File: src/rtl/eifp_pkg.sv
// Constants, field layouts and carrier types of the external request
// flag and priority block.
// Assumes one 25 MHz clock and an AXI4-Lite register bus of 32 bits.
package eifp_pkg;

	// ==================================================================
	// Sizes
	localparam int FLAG_N = 3;
	localparam int SRC_N  = 10;
	localparam int SRC_W  = 4;
	localparam int ADDR_W = 12;
	localparam int DATA_W = 32;

	// ==================================================================
	// Register indices; byte address is four times the index
	localparam logic [9:0] IDX_SENSE    = 10'h0F4;
	localparam logic [9:0] IDX_ENABLE   = 10'h0F5;
	localparam logic [9:0] IDX_FLAGS    = 10'h0F6;
	localparam logic [9:0] IDX_PRIO_A   = 10'h0F8;
	localparam logic [9:0] IDX_PRIO_B   = 10'h0F9;
	localparam logic [9:0] IDX_EVT_STAT = 10'h0FA;
	localparam logic [9:0] IDX_EVT_MASK = 10'h0FB;

	localparam logic [7:0] REG_RESET = 8'h00;
	localparam logic [1:0] RESP_OKAY   = 2'h0;
	localparam logic [1:0] RESP_SLVERR = 2'h2;

	// ==================================================================
	// Flag bit positions for pins 0, 1 and 4
	localparam int POS_PIN0 = 0;
	localparam int POS_PIN1 = 1;
	localparam int POS_PIN4 = 4;

	// Source numbering: default order, lowest number served first
	localparam logic [SRC_W-1:0] SRC_PIN0   = 4'h0;
	localparam logic [SRC_W-1:0] SRC_PIN1   = 4'h1;
	localparam logic [SRC_W-1:0] SRC_PIN4   = 4'h2;
	localparam int               SRC_TIMER0 = 3;
	localparam int               SRC_SERIAL = 8;
	localparam int               SRC_CONV   = 9;

	// ==================================================================
	// Carriers
	typedef struct packed {
		logic             valid;
		logic [SRC_W-1:0] src;
	} eifp_ack_s;

	typedef struct packed {
		logic             pending;
		logic [SRC_W-1:0] src;
	} eifp_req_s;

	typedef struct packed {
		logic              go;
		logic [ADDR_W-1:0] addr;
		logic [7:0]        data;
		logic              strb;
	} eifp_wr_s;

	typedef struct packed {
		logic              go;
		logic [ADDR_W-1:0] addr;
	} eifp_rd_s;

	// ==================================================================
	// Functions
	function automatic logic reg_hit(input logic [ADDR_W-1:0] addr,
		input logic [9:0] idx);
		reg_hit = (addr[1:0] == 2'h0) && (addr[ADDR_W-1:2] == idx);
	endfunction

	function automatic logic [7:0] pack_flags(input logic [2:0] f);
		pack_flags = 8'h00;
		pack_flags[POS_PIN0] = f[0];
		pack_flags[POS_PIN1] = f[1];
		pack_flags[POS_PIN4] = f[2];
	endfunction

	function automatic logic [2:0] unpack_flags(input logic [7:0] b);
		unpack_flags = {b[POS_PIN4], b[POS_PIN1], b[POS_PIN0]};
	endfunction

	// Priority level of every source from the two priority registers
	function automatic logic [SRC_N-1:0] src_level(input logic [7:0] a,
		input logic [7:0] b);
		src_level = {b[1], b[3], b[6], b[7], a[0], a[1], a[2],
			a[4], a[6], a[7]};
	endfunction

endpackage

File: src/rtl/eifp_axi_slave.sv
// AXI4-Lite slave front end: turns bus transfers into one-cycle
// register write and read strobes.
// Assumes the register file answers read data and decode errors
// combinationally in the strobe cycle.
`timescale 1ns/10ps
`default_nettype none
module eifp_axi_slave (
	// Clock and reset
	input  wire logic                            clk,
	input  wire logic                            reset,
	// Write address and data
	input  wire logic                            awvalid,
	output logic                                 awready,
	input  wire logic [eifp_pkg::ADDR_W-1:0]     awaddr,
	input  wire logic                            wvalid,
	output logic                                 wready,
	input  wire logic [eifp_pkg::DATA_W-1:0]     wdata,
	input  wire logic [3:0]                      wstrb,
	// Write response
	output logic                                 bvalid,
	input  wire logic                            bready,
	output logic [1:0]                           bresp,
	// Read channels
	input  wire logic                            arvalid,
	output logic                                 arready,
	input  wire logic [eifp_pkg::ADDR_W-1:0]     araddr,
	output logic                                 rvalid,
	input  wire logic                            rready,
	output logic [eifp_pkg::DATA_W-1:0]          rdata,
	output logic [1:0]                           rresp,
	// Register file side
	output eifp_pkg::eifp_wr_s                   wr,
	output eifp_pkg::eifp_rd_s                   rd,
	input  wire logic [7:0]                      rd_data,
	input  wire logic                            rd_err,
	input  wire logic                            wr_err
);
	logic                        aw_have_ff, nxt_aw_have;
	logic                        w_have_ff, nxt_w_have;
	logic [eifp_pkg::ADDR_W-1:0] aw_addr_ff, nxt_aw_addr;
	logic [7:0]                  w_data_ff, nxt_w_data;
	logic                        w_strb_ff, nxt_w_strb;
	logic                        bvalid_ff, nxt_bvalid;
	logic [1:0]                  bresp_ff, nxt_bresp;
	logic                        rvalid_ff, nxt_rvalid;
	logic [7:0]                  rdata_ff, nxt_rdata;
	logic [1:0]                  rresp_ff, nxt_rresp;
	logic                        wr_go;

	// ==================================================================
	// Handshakes
	assign awready = !aw_have_ff;
	assign wready  = !w_have_ff;
	assign arready = !rvalid_ff;
	assign wr_go   = aw_have_ff && w_have_ff && !bvalid_ff;

	assign wr = '{go: wr_go, addr: aw_addr_ff, data: w_data_ff,
		strb: w_strb_ff};
	assign rd = '{go: arvalid && arready, addr: araddr};

	assign bvalid = bvalid_ff;
	assign bresp  = bresp_ff;
	assign rvalid = rvalid_ff;
	assign rresp  = rresp_ff;
	assign rdata  = {24'h000000, rdata_ff};

	always_comb begin
		nxt_aw_have = aw_have_ff;
		nxt_aw_addr = aw_addr_ff;
		nxt_w_have  = w_have_ff;
		nxt_w_data  = w_data_ff;
		nxt_w_strb  = w_strb_ff;
		nxt_bvalid  = bvalid_ff;
		nxt_bresp   = bresp_ff;
		nxt_rvalid  = rvalid_ff;
		nxt_rdata   = rdata_ff;
		nxt_rresp   = rresp_ff;
		if (awvalid && awready) begin
			nxt_aw_have = 1'b1;
			nxt_aw_addr = awaddr;
		end
		if (wvalid && wready) begin
			nxt_w_have = 1'b1;
			nxt_w_data = wdata[7:0];
			nxt_w_strb = wstrb[0];
		end
		if (bvalid_ff && bready)
			nxt_bvalid = 1'b0;
		if (wr_go) begin
			nxt_aw_have = 1'b0;
			nxt_w_have  = 1'b0;
			nxt_bvalid  = 1'b1;
			nxt_bresp   = wr_err ? eifp_pkg::RESP_SLVERR
				: eifp_pkg::RESP_OKAY;
		end
		if (rvalid_ff && rready)
			nxt_rvalid = 1'b0;
		if (rd.go) begin
			nxt_rvalid = 1'b1;
			nxt_rdata  = rd_err ? eifp_pkg::REG_RESET : rd_data;
			nxt_rresp  = rd_err ? eifp_pkg::RESP_SLVERR
				: eifp_pkg::RESP_OKAY;
		end
	end

	always_ff @(posedge clk or posedge reset) begin
		if (reset) begin
			aw_have_ff <= 1'b0;
			aw_addr_ff <= '0;
			w_have_ff  <= 1'b0;
			w_data_ff  <= eifp_pkg::REG_RESET;
			w_strb_ff  <= 1'b0;
			bvalid_ff  <= 1'b0;
			bresp_ff   <= eifp_pkg::RESP_OKAY;
			rvalid_ff  <= 1'b0;
			rdata_ff   <= eifp_pkg::REG_RESET;
			rresp_ff   <= eifp_pkg::RESP_OKAY;
		end else begin
			aw_have_ff <= nxt_aw_have;
			aw_addr_ff <= nxt_aw_addr;
			w_have_ff  <= nxt_w_have;
			w_data_ff  <= nxt_w_data;
			w_strb_ff  <= nxt_w_strb;
			bvalid_ff  <= nxt_bvalid;
			bresp_ff   <= nxt_bresp;
			rvalid_ff  <= nxt_rvalid;
			rdata_ff   <= nxt_rdata;
			rresp_ff   <= nxt_rresp;
		end
	end
endmodule
`default_nettype wire

File: src/rtl/eifp_arbiter.sv
// Fixed two-level priority selection among all interrupt sources.
// Assumes request and level vectors in the package source numbering.
`timescale 1ns/10ps
`default_nettype none
module eifp_arbiter (
	// Sources
	input  wire logic [eifp_pkg::SRC_N-1:0] req,
	input  wire logic [eifp_pkg::SRC_N-1:0] level,
	// Selection
	output eifp_pkg::eifp_req_s             pick
);
	logic want_high;

	// ==================================================================
	// High level first, lowest source number within a level
	always_comb begin
		want_high = |(req & level);
		pick      = '0;
		for (int i = eifp_pkg::SRC_N - 1; i >= 0; i--) begin
			if (req[i] && (level[i] == want_high)) begin
				pick.pending = 1'b1;
				pick.src     = eifp_pkg::SRC_W'(i);
			end
		end
	end
endmodule
`default_nettype wire

File: src/rtl/eifp_top.sv
// External request flags, enable and sense registers, two priority
// registers and the selection of the request offered to the CPU.
// Assumes pins sampled on clk and a CPU that acknowledges the source
// whose exception handling it carries out with a one-cycle pulse.
//
// The AXI4-Lite register port was decided locally.
`timescale 1ns/10ps
`default_nettype none
module eifp_top (
	// Clock and reset
	input  wire logic                        clk,
	input  wire logic                        reset,
	// AXI4-Lite write
	input  wire logic                        awvalid,
	output logic                             awready,
	input  wire logic [eifp_pkg::ADDR_W-1:0] awaddr,
	input  wire logic                        wvalid,
	output logic                             wready,
	input  wire logic [eifp_pkg::DATA_W-1:0] wdata,
	input  wire logic [3:0]                  wstrb,
	output logic                             bvalid,
	input  wire logic                        bready,
	output logic [1:0]                       bresp,
	// AXI4-Lite read
	input  wire logic                        arvalid,
	output logic                             arready,
	input  wire logic [eifp_pkg::ADDR_W-1:0] araddr,
	output logic                             rvalid,
	input  wire logic                        rready,
	output logic [eifp_pkg::DATA_W-1:0]      rdata,
	output logic [1:0]                       rresp,
	// External pins 4, 1, 0 as bits 2, 1, 0
	input  wire logic [2:0]                  external_request_pin_n,
	// Other interrupt sources
	input  wire logic [4:0]                  timer_unit_req,
	input  wire logic                        serial_unit_req,
	input  wire logic                        converter_req,
	// CPU exception side
	input  wire eifp_pkg::eifp_ack_s         cpu_ack,
	output eifp_pkg::eifp_req_s              cpu_req,
	// Event interrupt
	output logic                             irq
);
	eifp_pkg::eifp_wr_s          wr;
	eifp_pkg::eifp_rd_s          rd;
	eifp_pkg::eifp_req_s         pick;
	eifp_pkg::eifp_req_s         cpu_req_ff;
	logic [7:0]                  rd_data;
	logic                        rd_err;
	logic                        wr_err;
	logic [2:0]                  flag_ff, nxt_flag;
	logic [2:0]                  armed_ff, nxt_armed;
	logic [2:0]                  pin_prev_ff;
	logic [2:0]                  sense_ff, nxt_sense;
	logic [2:0]                  enable_ff, nxt_enable;
	logic [7:0]                  prio_a_ff, nxt_prio_a;
	logic [7:0]                  prio_b_ff, nxt_prio_b;
	logic [2:0]                  stat_ff, nxt_stat;
	logic [2:0]                  mask_ff, nxt_mask;
	logic                        irq_ff, nxt_irq;
	logic [2:0]                  set_lvl, set_edge, set_any;
	logic [2:0]                  ack_hit, auto_clr, sw_clr;
	logic                        wr_flags, rd_flags, rd_stat;
	logic [2:0]                  wr_bits;
	logic [eifp_pkg::SRC_N-1:0]  src_req;
	logic [eifp_pkg::SRC_N-1:0]  src_lvl;

	// ==================================================================
	// Bus front end and selection
	eifp_axi_slave u_axi (
		.clk     (clk),
		.reset   (reset),
		.awvalid (awvalid),
		.awready (awready),
		.awaddr  (awaddr),
		.wvalid  (wvalid),
		.wready  (wready),
		.wdata   (wdata),
		.wstrb   (wstrb),
		.bvalid  (bvalid),
		.bready  (bready),
		.bresp   (bresp),
		.arvalid (arvalid),
		.arready (arready),
		.araddr  (araddr),
		.rvalid  (rvalid),
		.rready  (rready),
		.rdata   (rdata),
		.rresp   (rresp),
		.wr      (wr),
		.rd      (rd),
		.rd_data (rd_data),
		.rd_err  (rd_err),
		.wr_err  (wr_err)
	);

	assign src_req = {converter_req, serial_unit_req, timer_unit_req,
		flag_ff & enable_ff};
	assign src_lvl = eifp_pkg::src_level(prio_a_ff, prio_b_ff);

	eifp_arbiter u_arb (
		.req   (src_req),
		.level (src_lvl),
		.pick  (pick)
	);

	assign cpu_req = cpu_req_ff;
	assign irq     = irq_ff;

	// ==================================================================
	// Register read decode
	always_comb begin
		rd_err = 1'b0;
		if (eifp_pkg::reg_hit(rd.addr, eifp_pkg::IDX_SENSE))
			rd_data = eifp_pkg::pack_flags(sense_ff);
		else if (eifp_pkg::reg_hit(rd.addr, eifp_pkg::IDX_ENABLE))
			rd_data = eifp_pkg::pack_flags(enable_ff);
		else if (eifp_pkg::reg_hit(rd.addr, eifp_pkg::IDX_FLAGS))
			rd_data = eifp_pkg::pack_flags(flag_ff);
		else if (eifp_pkg::reg_hit(rd.addr, eifp_pkg::IDX_PRIO_A))
			rd_data = prio_a_ff;
		else if (eifp_pkg::reg_hit(rd.addr, eifp_pkg::IDX_PRIO_B))
			rd_data = prio_b_ff;
		else if (eifp_pkg::reg_hit(rd.addr, eifp_pkg::IDX_EVT_STAT))
			rd_data = eifp_pkg::pack_flags(stat_ff);
		else if (eifp_pkg::reg_hit(rd.addr, eifp_pkg::IDX_EVT_MASK))
			rd_data = eifp_pkg::pack_flags(mask_ff);
		else begin
			rd_data = eifp_pkg::REG_RESET;
			rd_err  = 1'b1;
		end
	end

	assign rd_flags = rd.go
		&& eifp_pkg::reg_hit(rd.addr, eifp_pkg::IDX_FLAGS);
	assign rd_stat  = rd.go
		&& eifp_pkg::reg_hit(rd.addr, eifp_pkg::IDX_EVT_STAT);
	assign wr_flags = wr.go && wr.strb
		&& eifp_pkg::reg_hit(wr.addr, eifp_pkg::IDX_FLAGS);
	assign wr_bits  = eifp_pkg::unpack_flags(wr.data);

	// ==================================================================
	// Control register writes
	always_comb begin
		nxt_sense  = sense_ff;
		nxt_enable = enable_ff;
		nxt_prio_a = prio_a_ff;
		nxt_prio_b = prio_b_ff;
		nxt_mask   = mask_ff;
		wr_err     = 1'b0;
		if (!wr.go || !wr.strb)
			wr_err = 1'b0;
		else if (eifp_pkg::reg_hit(wr.addr, eifp_pkg::IDX_SENSE))
			nxt_sense = wr_bits;
		else if (eifp_pkg::reg_hit(wr.addr, eifp_pkg::IDX_ENABLE))
			nxt_enable = wr_bits;
		else if (eifp_pkg::reg_hit(wr.addr, eifp_pkg::IDX_PRIO_A))
			nxt_prio_a = wr.data;
		else if (eifp_pkg::reg_hit(wr.addr, eifp_pkg::IDX_PRIO_B))
			nxt_prio_b = wr.data;
		else if (eifp_pkg::reg_hit(wr.addr, eifp_pkg::IDX_EVT_MASK))
			nxt_mask = wr_bits;
		else if (!eifp_pkg::reg_hit(wr.addr, eifp_pkg::IDX_FLAGS)
			&& !eifp_pkg::reg_hit(wr.addr, eifp_pkg::IDX_EVT_STAT))
			wr_err = 1'b1;
	end

	// ==================================================================
	// Request flags
	always_comb begin
		for (int i = 0; i < eifp_pkg::FLAG_N; i++) begin
			set_lvl[i]  = !sense_ff[i] && !external_request_pin_n[i];
			set_edge[i] = sense_ff[i] && pin_prev_ff[i]
				&& !external_request_pin_n[i];
			ack_hit[i]  = cpu_ack.valid
				&& (cpu_ack.src == eifp_pkg::SRC_W'(i));
			// Level mode waits for the pin to return high
			auto_clr[i] = ack_hit[i] && (sense_ff[i]
				|| external_request_pin_n[i]);
			sw_clr[i]   = wr_flags && !wr_bits[i] && armed_ff[i];
		end
		set_any   = set_lvl | set_edge;
		// Set wins over both clears; a written 1 has no effect
		nxt_flag  = set_any | (flag_ff & ~(auto_clr | sw_clr));
		// Arm on a read of 1; any write to the flags disarms
		nxt_armed = (rd_flags ? flag_ff : armed_ff)
			& ~({3{wr_flags}} | ~nxt_flag);
		nxt_stat  = (stat_ff & ~{3{rd_stat}}) | (set_any & ~flag_ff);
		nxt_irq   = |(nxt_stat & mask_ff);
	end

	always_ff @(posedge clk or posedge reset) begin
		if (reset) begin
			flag_ff     <= 3'h0;
			armed_ff    <= 3'h0;
			pin_prev_ff <= 3'h7;
			sense_ff    <= 3'h0;
			enable_ff   <= 3'h0;
			prio_a_ff   <= eifp_pkg::REG_RESET;
			prio_b_ff   <= eifp_pkg::REG_RESET;
			stat_ff     <= 3'h0;
			mask_ff     <= 3'h0;
			irq_ff      <= 1'b0;
			cpu_req_ff  <= '0;
		end else begin
			flag_ff     <= nxt_flag;
			armed_ff    <= nxt_armed;
			pin_prev_ff <= external_request_pin_n;
			sense_ff    <= nxt_sense;
			enable_ff   <= nxt_enable;
			prio_a_ff   <= nxt_prio_a;
			prio_b_ff   <= nxt_prio_b;
			stat_ff     <= nxt_stat;
			mask_ff     <= nxt_mask;
			irq_ff      <= nxt_irq;
			cpu_req_ff  <= pick;
		end
	end

	// ==================================================================
	// Checks
	for (genvar g = 0; g < eifp_pkg::FLAG_N; g++) begin : g_chk

	end
endmodule
`default_nettype wire

File: config.mk
export PLATFORM = sky130hd
export DESIGN_NAME = eifp_top
export DESIGN_NICKNAME = d
export VERILOG_FILES = /design/src/rtl/eifp_pkg.sv /design/src/rtl/eifp_axi_slave.sv /design/src/rtl/eifp_arbiter.sv /design/src/rtl/eifp_top.sv
export SDC_FILE = /design/constraint.sdc
export NUM_CORES = 1
export LEC_CHECK = 0
export BUFFER_PORTS_ARGS = -buffer_cell sky130_fd_sc_hd__buf_2
export CORE_UTILIZATION = 54
export DETAILED_ROUTE_END_ITERATION = 8
export GPL_TIMING_DRIVEN = 0
export PLACE_DENSITY_LB_ADDON = 0.2
export SYNTH_ARGS = -nofsm -noshare
export SYNTH_HDL_FRONTEND = slang
export SYNTH_SLANG_ARGS = --single-unit
File: constraint.sdc
create_clock -name clk -period 5.9 [get_ports clk]
set_clock_uncertainty 0.05 [all_clocks]
set_input_delay 1.18 -clock clk [delete_from_list [all_inputs] [get_ports clk]]
set_output_delay 1.18 -clock clk [all_outputs]
set_load 0.01 [all_outputs]
Word level (Yosys, flattened, before mapping)
Index checks and enable logic that the tools add are counted.
{"block": "word_totals", "register_bits": 80, "inputBits": 82, "out_inout_bits": 47, "elab_cells": 205}
{"block": "op_classes", "n_eq_ne": 26, "n_mux": 43, "n_bitwise": 22, "reduce_logical": 92}
{"cell": "10-bit by 8-bit == test with 1-bit output (second input constant)", "n": 14}
{"cell": "5-bit 2-to-1 mux", "n": 12}
{"cell": "1-bit logical AND", "n": 57}
{"cell": "8-bit 2-to-1 mux", "n": 6}
{"cell": "1-bit 2-to-1 mux", "n": 22}
{"cell": "3-bit AND", "n": 6}
{"cell": "1-bit logical NOT", "n": 17}
{"cell": "3-bit inverter", "n": 5}
{"cell": "3-bit OR", "n": 5}
{"cell": "10-bit AND", "n": 1}
{"cell": "1-bit == test", "n": 10}
{"cell": "10-bit OR reduction", "n": 1}
{"cell": "2-bit nonzero test", "n": 4}
{"cell": "6-bit AND reduction", "n": 1}
{"cell": "1-bit inverter", "n": 5}
{"cell": "5-bit AND reduction", "n": 1}
{"cell": "4-bit by 1-bit == test with 1-bit output (second input constant)", "n": 1}
{"cell": "4-bit by 2-bit == test with 1-bit output (second input constant)", "n": 1}
{"cell": "2-bit logical NOT", "n": 2}
{"cell": "4-bit logical NOT", "n": 1}
{"cell": "1-bit logical OR", "n": 4}
{"cell": "2-bit 2-to-1 mux", "n": 2}
{"cell": "4-bit AND reduction", "n": 1}
{"cell": "3-bit 2-to-1 mux", "n": 1}
{"cell": "other kinds (3)", "n": 3}

Logic depth before layout (Yosys ltp)
{"block": "logic_depth", "ltp_word": 15, "ltp_mapped": 6, "mapped_depth_nobuf": 5}

Hierarchy
A second synthesis with hierarchy kept.
{"block": "hier_totals", "cells_unflattened": 373, "area_unflattened_um2": 4254.1}
{"module": "eifp_top", "instances": 1, "cells_per_inst": 184, "area_each_um2": 2154.6, "seq_area_each_um2": 1079.8}
{"module": "eifp_axi_slave", "instances": 1, "cells_per_inst": 133, "area_each_um2": 1742.9, "seq_area_each_um2": 875.8}
{"module": "eifp_arbiter", "instances": 1, "cells_per_inst": 56, "area_each_um2": 356.6, "seq_area_each_um2": 0.0}

Worst setup path before layout
No wires, ideal clock.
{"block": "synth_timing", "path_type": "input-to-reg", "from": "input port araddr[11] in the netlist's numbering", "to": "register u_axi.rdata_ff[4]", "setup_time_ps": 122, "arrival_ps": 2642, "required_ps": 5728, "setup_slack_ps": 3087, "cell_stages": 5, "n_path_buf": 0, "cell_sequence": "nor4_4 > nand2_2 > or4b_4 > or3_1 > a32o_1"}
{"block": "synth_between", "elab_chain_cells": 10, "elab_cells_between_ends": 29, "classes_between": "eq/ne (7); mux (15); reduce/logical (7)"}
{"item": "from (decl)", "line": "eifp_top.sv:27", "source": "input wire logic [eifp_pkg::ADDR_W-1:0] araddr,"}
{"item": "10-bit by 8-bit == test with 1-bit output", "line": "eifp_pkg.sv:70", "source": "reg_hit = (addr[1:0] == 2'h0) && (addr[ADDR_W-1:2] == idx);"}
{"item": "1-bit logical AND", "line": "eifp_pkg.sv:70"}
{"item": "5-bit 2-to-1 mux / 1-bit 2-to-1 mux (equally long branches)", "line": "eifp_top.sv:126", "source": "else if (eifp_pkg::reg_hit(rd.addr, eifp_pkg::IDX_EVT_MASK))"}
{"item": "5-bit 2-to-1 mux / 1-bit 2-to-1 mux (equally long branches)", "line": "eifp_top.sv:124", "source": "else if (eifp_pkg::reg_hit(rd.addr, eifp_pkg::IDX_EVT_STAT))"}
{"item": "8-bit 2-to-1 mux / 1-bit 2-to-1 mux (equally long branches)", "line": "eifp_top.sv:122", "source": "else if (eifp_pkg::reg_hit(rd.addr, eifp_pkg::IDX_PRIO_B))"}
{"item": "8-bit 2-to-1 mux / 1-bit 2-to-1 mux (equally long branches)", "line": "eifp_top.sv:120", "source": "else if (eifp_pkg::reg_hit(rd.addr, eifp_pkg::IDX_PRIO_A))"}
{"item": "8-bit 2-to-1 mux / 1-bit 2-to-1 mux (equally long branches)", "line": "eifp_top.sv:118", "source": "else if (eifp_pkg::reg_hit(rd.addr, eifp_pkg::IDX_FLAGS))"}
{"item": "8-bit 2-to-1 mux / 1-bit 2-to-1 mux (equally long branches)", "line": "eifp_top.sv:116", "source": "else if (eifp_pkg::reg_hit(rd.addr, eifp_pkg::IDX_ENABLE))"}
{"item": "8-bit 2-to-1 mux / 1-bit 2-to-1 mux (equally long branches)", "line": "eifp_top.sv:114", "source": "if (eifp_pkg::reg_hit(rd.addr, eifp_pkg::IDX_SENSE))"}
{"item": "8-bit 2-to-1 mux (*)", "line": "eifp_axi_slave.sv:100", "source": "nxt_rdata = rd_err ? eifp_pkg::REG_RESET : rd_data;"}
{"item": "to (signal assigned)", "line": "eifp_axi_slave.sv:116", "source": "rdata_ff <= eifp_pkg::REG_RESET;"}
{"item": "to (signal assigned)", "line": "eifp_axi_slave.sv:127", "source": "rdata_ff <= nxt_rdata;"}
{"item": "to (decl)", "line": "eifp_axi_slave.sv:46", "source": "logic [7:0] rdata_ff, nxt_rdata;"}
Mark *: on every way between the ends. The rest lies on a longest branch, timed or not.
A chain may end at the register's enable or synchronous reset.

==> flow_summary.ini <==
[yosys]
synth_cell_types = 51
ys_warn_count = 0
synth_edf_count = 0
yosysMostFrequentCell = dfrtp_1
synth_seq_area_share_pct = 50.80
synthMuxAreaShare_pct = 17.26
synth.area.top_cells = dfrtp_1 (49%), mux2_2 (13%), buf_4 (5.1%)
synth_compound_area_share_pct = 12.25
yosys.area.top_type = dfrtp_1
postSynthAreaPerCell_sq_um = 11.67
yosys.area_share.simple_pct = 12.61
syn_area_sq_um = 3850
synth_seq_cells = 78
synthCells = 330
ys_top_cells_by_count = dfrtp_1 (75), mux2_2 (45), buf_4 (26), nand2_1 (19), o21ai_0 (18)
synth-xor-area-share_pct = 0
synth_fa_ha_area_share_pct = 0
ys_async_sr_fraction_pct = 100.0
ys.flop_type = dfrtp_1
yosysTopAreaCellShare_pct = 48.75
synth_top_family_by_area = multiplexers

[layout]
num-nets-final = 523
n_antenna_cell = 0
areaGrowthSynthToFinish_pct = 20.47
drive_above_1_share_pct = 39.69
stdcell_area_sq_um = 4638
fin_util_pct = 67.89
fillers = 548

[clock_tree]
numCtsBuffers = 9
cts.path.max_buffers = 2
cts_tree = yes
clk_pin_slew_ns = 0.07
htree_levels = 3
cts_setup_buffers = 0
postCtsHoldBufs = 0
root_buffer = clkbuf_8
clk_latency_ns = 0.35
cts.sinks = 78
cts_resized = 0

[setup_path]
cp_num_cells = 6
endpoint_kind = flop
cp_top_family = compound AO/OA/AOI/OAI gates
critical_path.cell_chain = buf_2 > a22oi_1 > nand2_1 > o31ai_1 > nor2_1 > a211oi_1
cpPeakStageDelay_ns = 0.57
path_max_fanout = 6
cp_data_arrival_time_ns = 3.00
critPathLaunchType = input pin
critical_path_class = in2reg
path_buf_inv = 1
critPathRequiredTime_ns = 6.10
critical_path.slowest_cell = o31ai_1
r2r_cells = 4

[timing]
fin_tns_setup_ns = 0
post-route-period-util_pct = 47.49
max_freq_mhz = 356.9
tightestPinTransition_ns = 0.9558
whs_ns = 0.4283
slew_violations = 0
slew_headroom_pct = 35.38
hold_viol_final = 0
rsz0062_at_grt = false
setup_viol = 0
min_period_ns = 2.802

[detailed_routing]
vias_per_cell = 5.421
vias = 2938
drtIter0Drc = 311
wire_per_inst_microns = 14.42
ant_nets = 0
first_pass_iters = 5
wirelength_microns = 7813
drc = 0

[pwr]
ir_worst_vdd_mv = 0.2187
leakagePower_nw = 2.253
total_power_w = 0.001347
power_density_nw_per_um2 = 290.5

[hold_path]
hp-class = reg2reg
whs_path_depth = 2

[place]
gp_congestion = 0.9192
dpl_cell_area_sq_um = 4464
portBuffers = 74
dpl.hpwl_microns = 5865

[global_route]
grt_overflow_total = 0
antenna_found_initial = 0
grt_first_pass_wirelength_microns = 13070
grt.total_usage_pct = 22.90
grt_pass1_vias = 2715
grt_max_degree = 63

[floorplan]
dieHeight_microns = 86.44
start_util_pct = 56.36
ios = 129
fp-row-count = 30
dieWidth_microns = 86.44
dieArea_sq_um = 7471
core_area_sq_um = 6832

[status]
outcome = completed

[run]
max_cap_viol_count = 0
area by class of cell:
type                            instances  area, sq um  share of cell area (%)
Clock inverter                          6        46.29                  0.9981
Buffer                                 32        220.2                   4.748
Multi-Input combinational cell        232         1719                   37.07
Timing Repair Buffer                   75        397.9                   8.578
Sequential cell                        78         1956                   42.16
Clock buffer                           10        127.6                   2.752
Inverter                               13        51.30                   1.106
Tap cell                               96        120.1                   2.590
layout by cell type, fill, tap and decap left out, types with 3 or more instances in the layout:
cell / instances
buf_2: 76
dfrtp_1: 75
mux2_2: 45
buf_4: 26
conb_1: 26
nand2_1: 19
o21ai_0: 18
nor2_1: 13
inv_1: 12
mux2i_1: 9
clkbuf_8: 9
nand3_1: 7
nand4_1: 7
nor2b_1: 6
nor3b_1: 6
clkbuf_1: 5
a21o_1: 5
o31ai_1: 5
a22o_1: 4
a211oi_1: 4
a22oi_1: 4
a32oi_1: 4
or3_1: 4
o21a_1: 4
o21bai_1: 3
mux4_2: 3
o22ai_1: 3
dfstp_2: 3
stage by stage:
step           cells  setup WS (ns)
2_1_floorplan    355          2.680
3_3_place_gp     525          1.824
3_5_place_dp     526          2.758
4_1_cts          542          3.124
5_1_grt          542          2.819
6_report         542          3.098
path summary, 6_finish.rpt:
check                                   from                end  slack [ns]
setup / recovery           timer_unit_req[3]         cpu_req[0]        3.10
hold / removal             u_axi.rdata_ff[3]  u_axi.rdata_ff[3]        0.43
setup reg to reg                u_axi.bvalid       enable_ff[2]        3.61
hold reg to reg            u_axi.rdata_ff[3]  u_axi.rdata_ff[3]        0.43
max in group asynchronous              reset     pin_prev_ff[2]        4.47
min in group asynchronous              reset       prio_a_ff[6]        0.71
registers in the layout (all words and copies together) (netlist names), 3 cells and up:
| name | cells |
|---|---|
| prio_a_ff | 8 |
| enable_ff | 3 |
| sense_ff | 3 |
| u_axi.w_data_ff | 8 |
| u_axi.rdata_ff | 8 |
| prio_b_ff | 8 |
| cpu_req | 5 |
| flag_ff | 3 |
| stat_ff | 3 |
| pin_prev_ff | 3 |
| armed_ff | 3 |
| u_axi.aw_addr_ff | 12 |
| mask_ff | 3 |
power by group:
| group | switching, W | internal [W] | leakage, nW |
|---|---|---|---|
| Sequential | 0.0000872 | 0.000631 | 0.976 |
| Clock | 0.000201 | 0.000156 | 0.0833 |
| Combinational | 0.000121 | 0.000152 | 1.19 |
worst reg2reg max path, cell delays in order (launching register included):
cell and delay [ns]:
dfrtp_1 0.40, and4b_1 0.31, nand3_1 0.15, nor4b_1 0.84, mux2_2 0.43
metal layers:
| layer | global-route usage [%] | up-vias | wire length [microns] |
|---|---|---|---|
| li1 | - | 1396 | - |
| met1 | 31.57 | 1398 | 3584 |
| met2 | 35.35 | 131 | 3543 |
| met3 | 4.857 | 13 | 553 |
| met4 | 9.848 | 0 | 131 |
| met5 | 0 | - | 0 |
cells by family after synthesis:
family | Yosys count
AND/OR/NAND/NOR | 82
flip-flops | 78
AO/OA/AOI/OAI | 67
multiplexers | 57
buffers and inverters | 45
other | 1
Note: power is estimated with default switching activity, not from simulation.
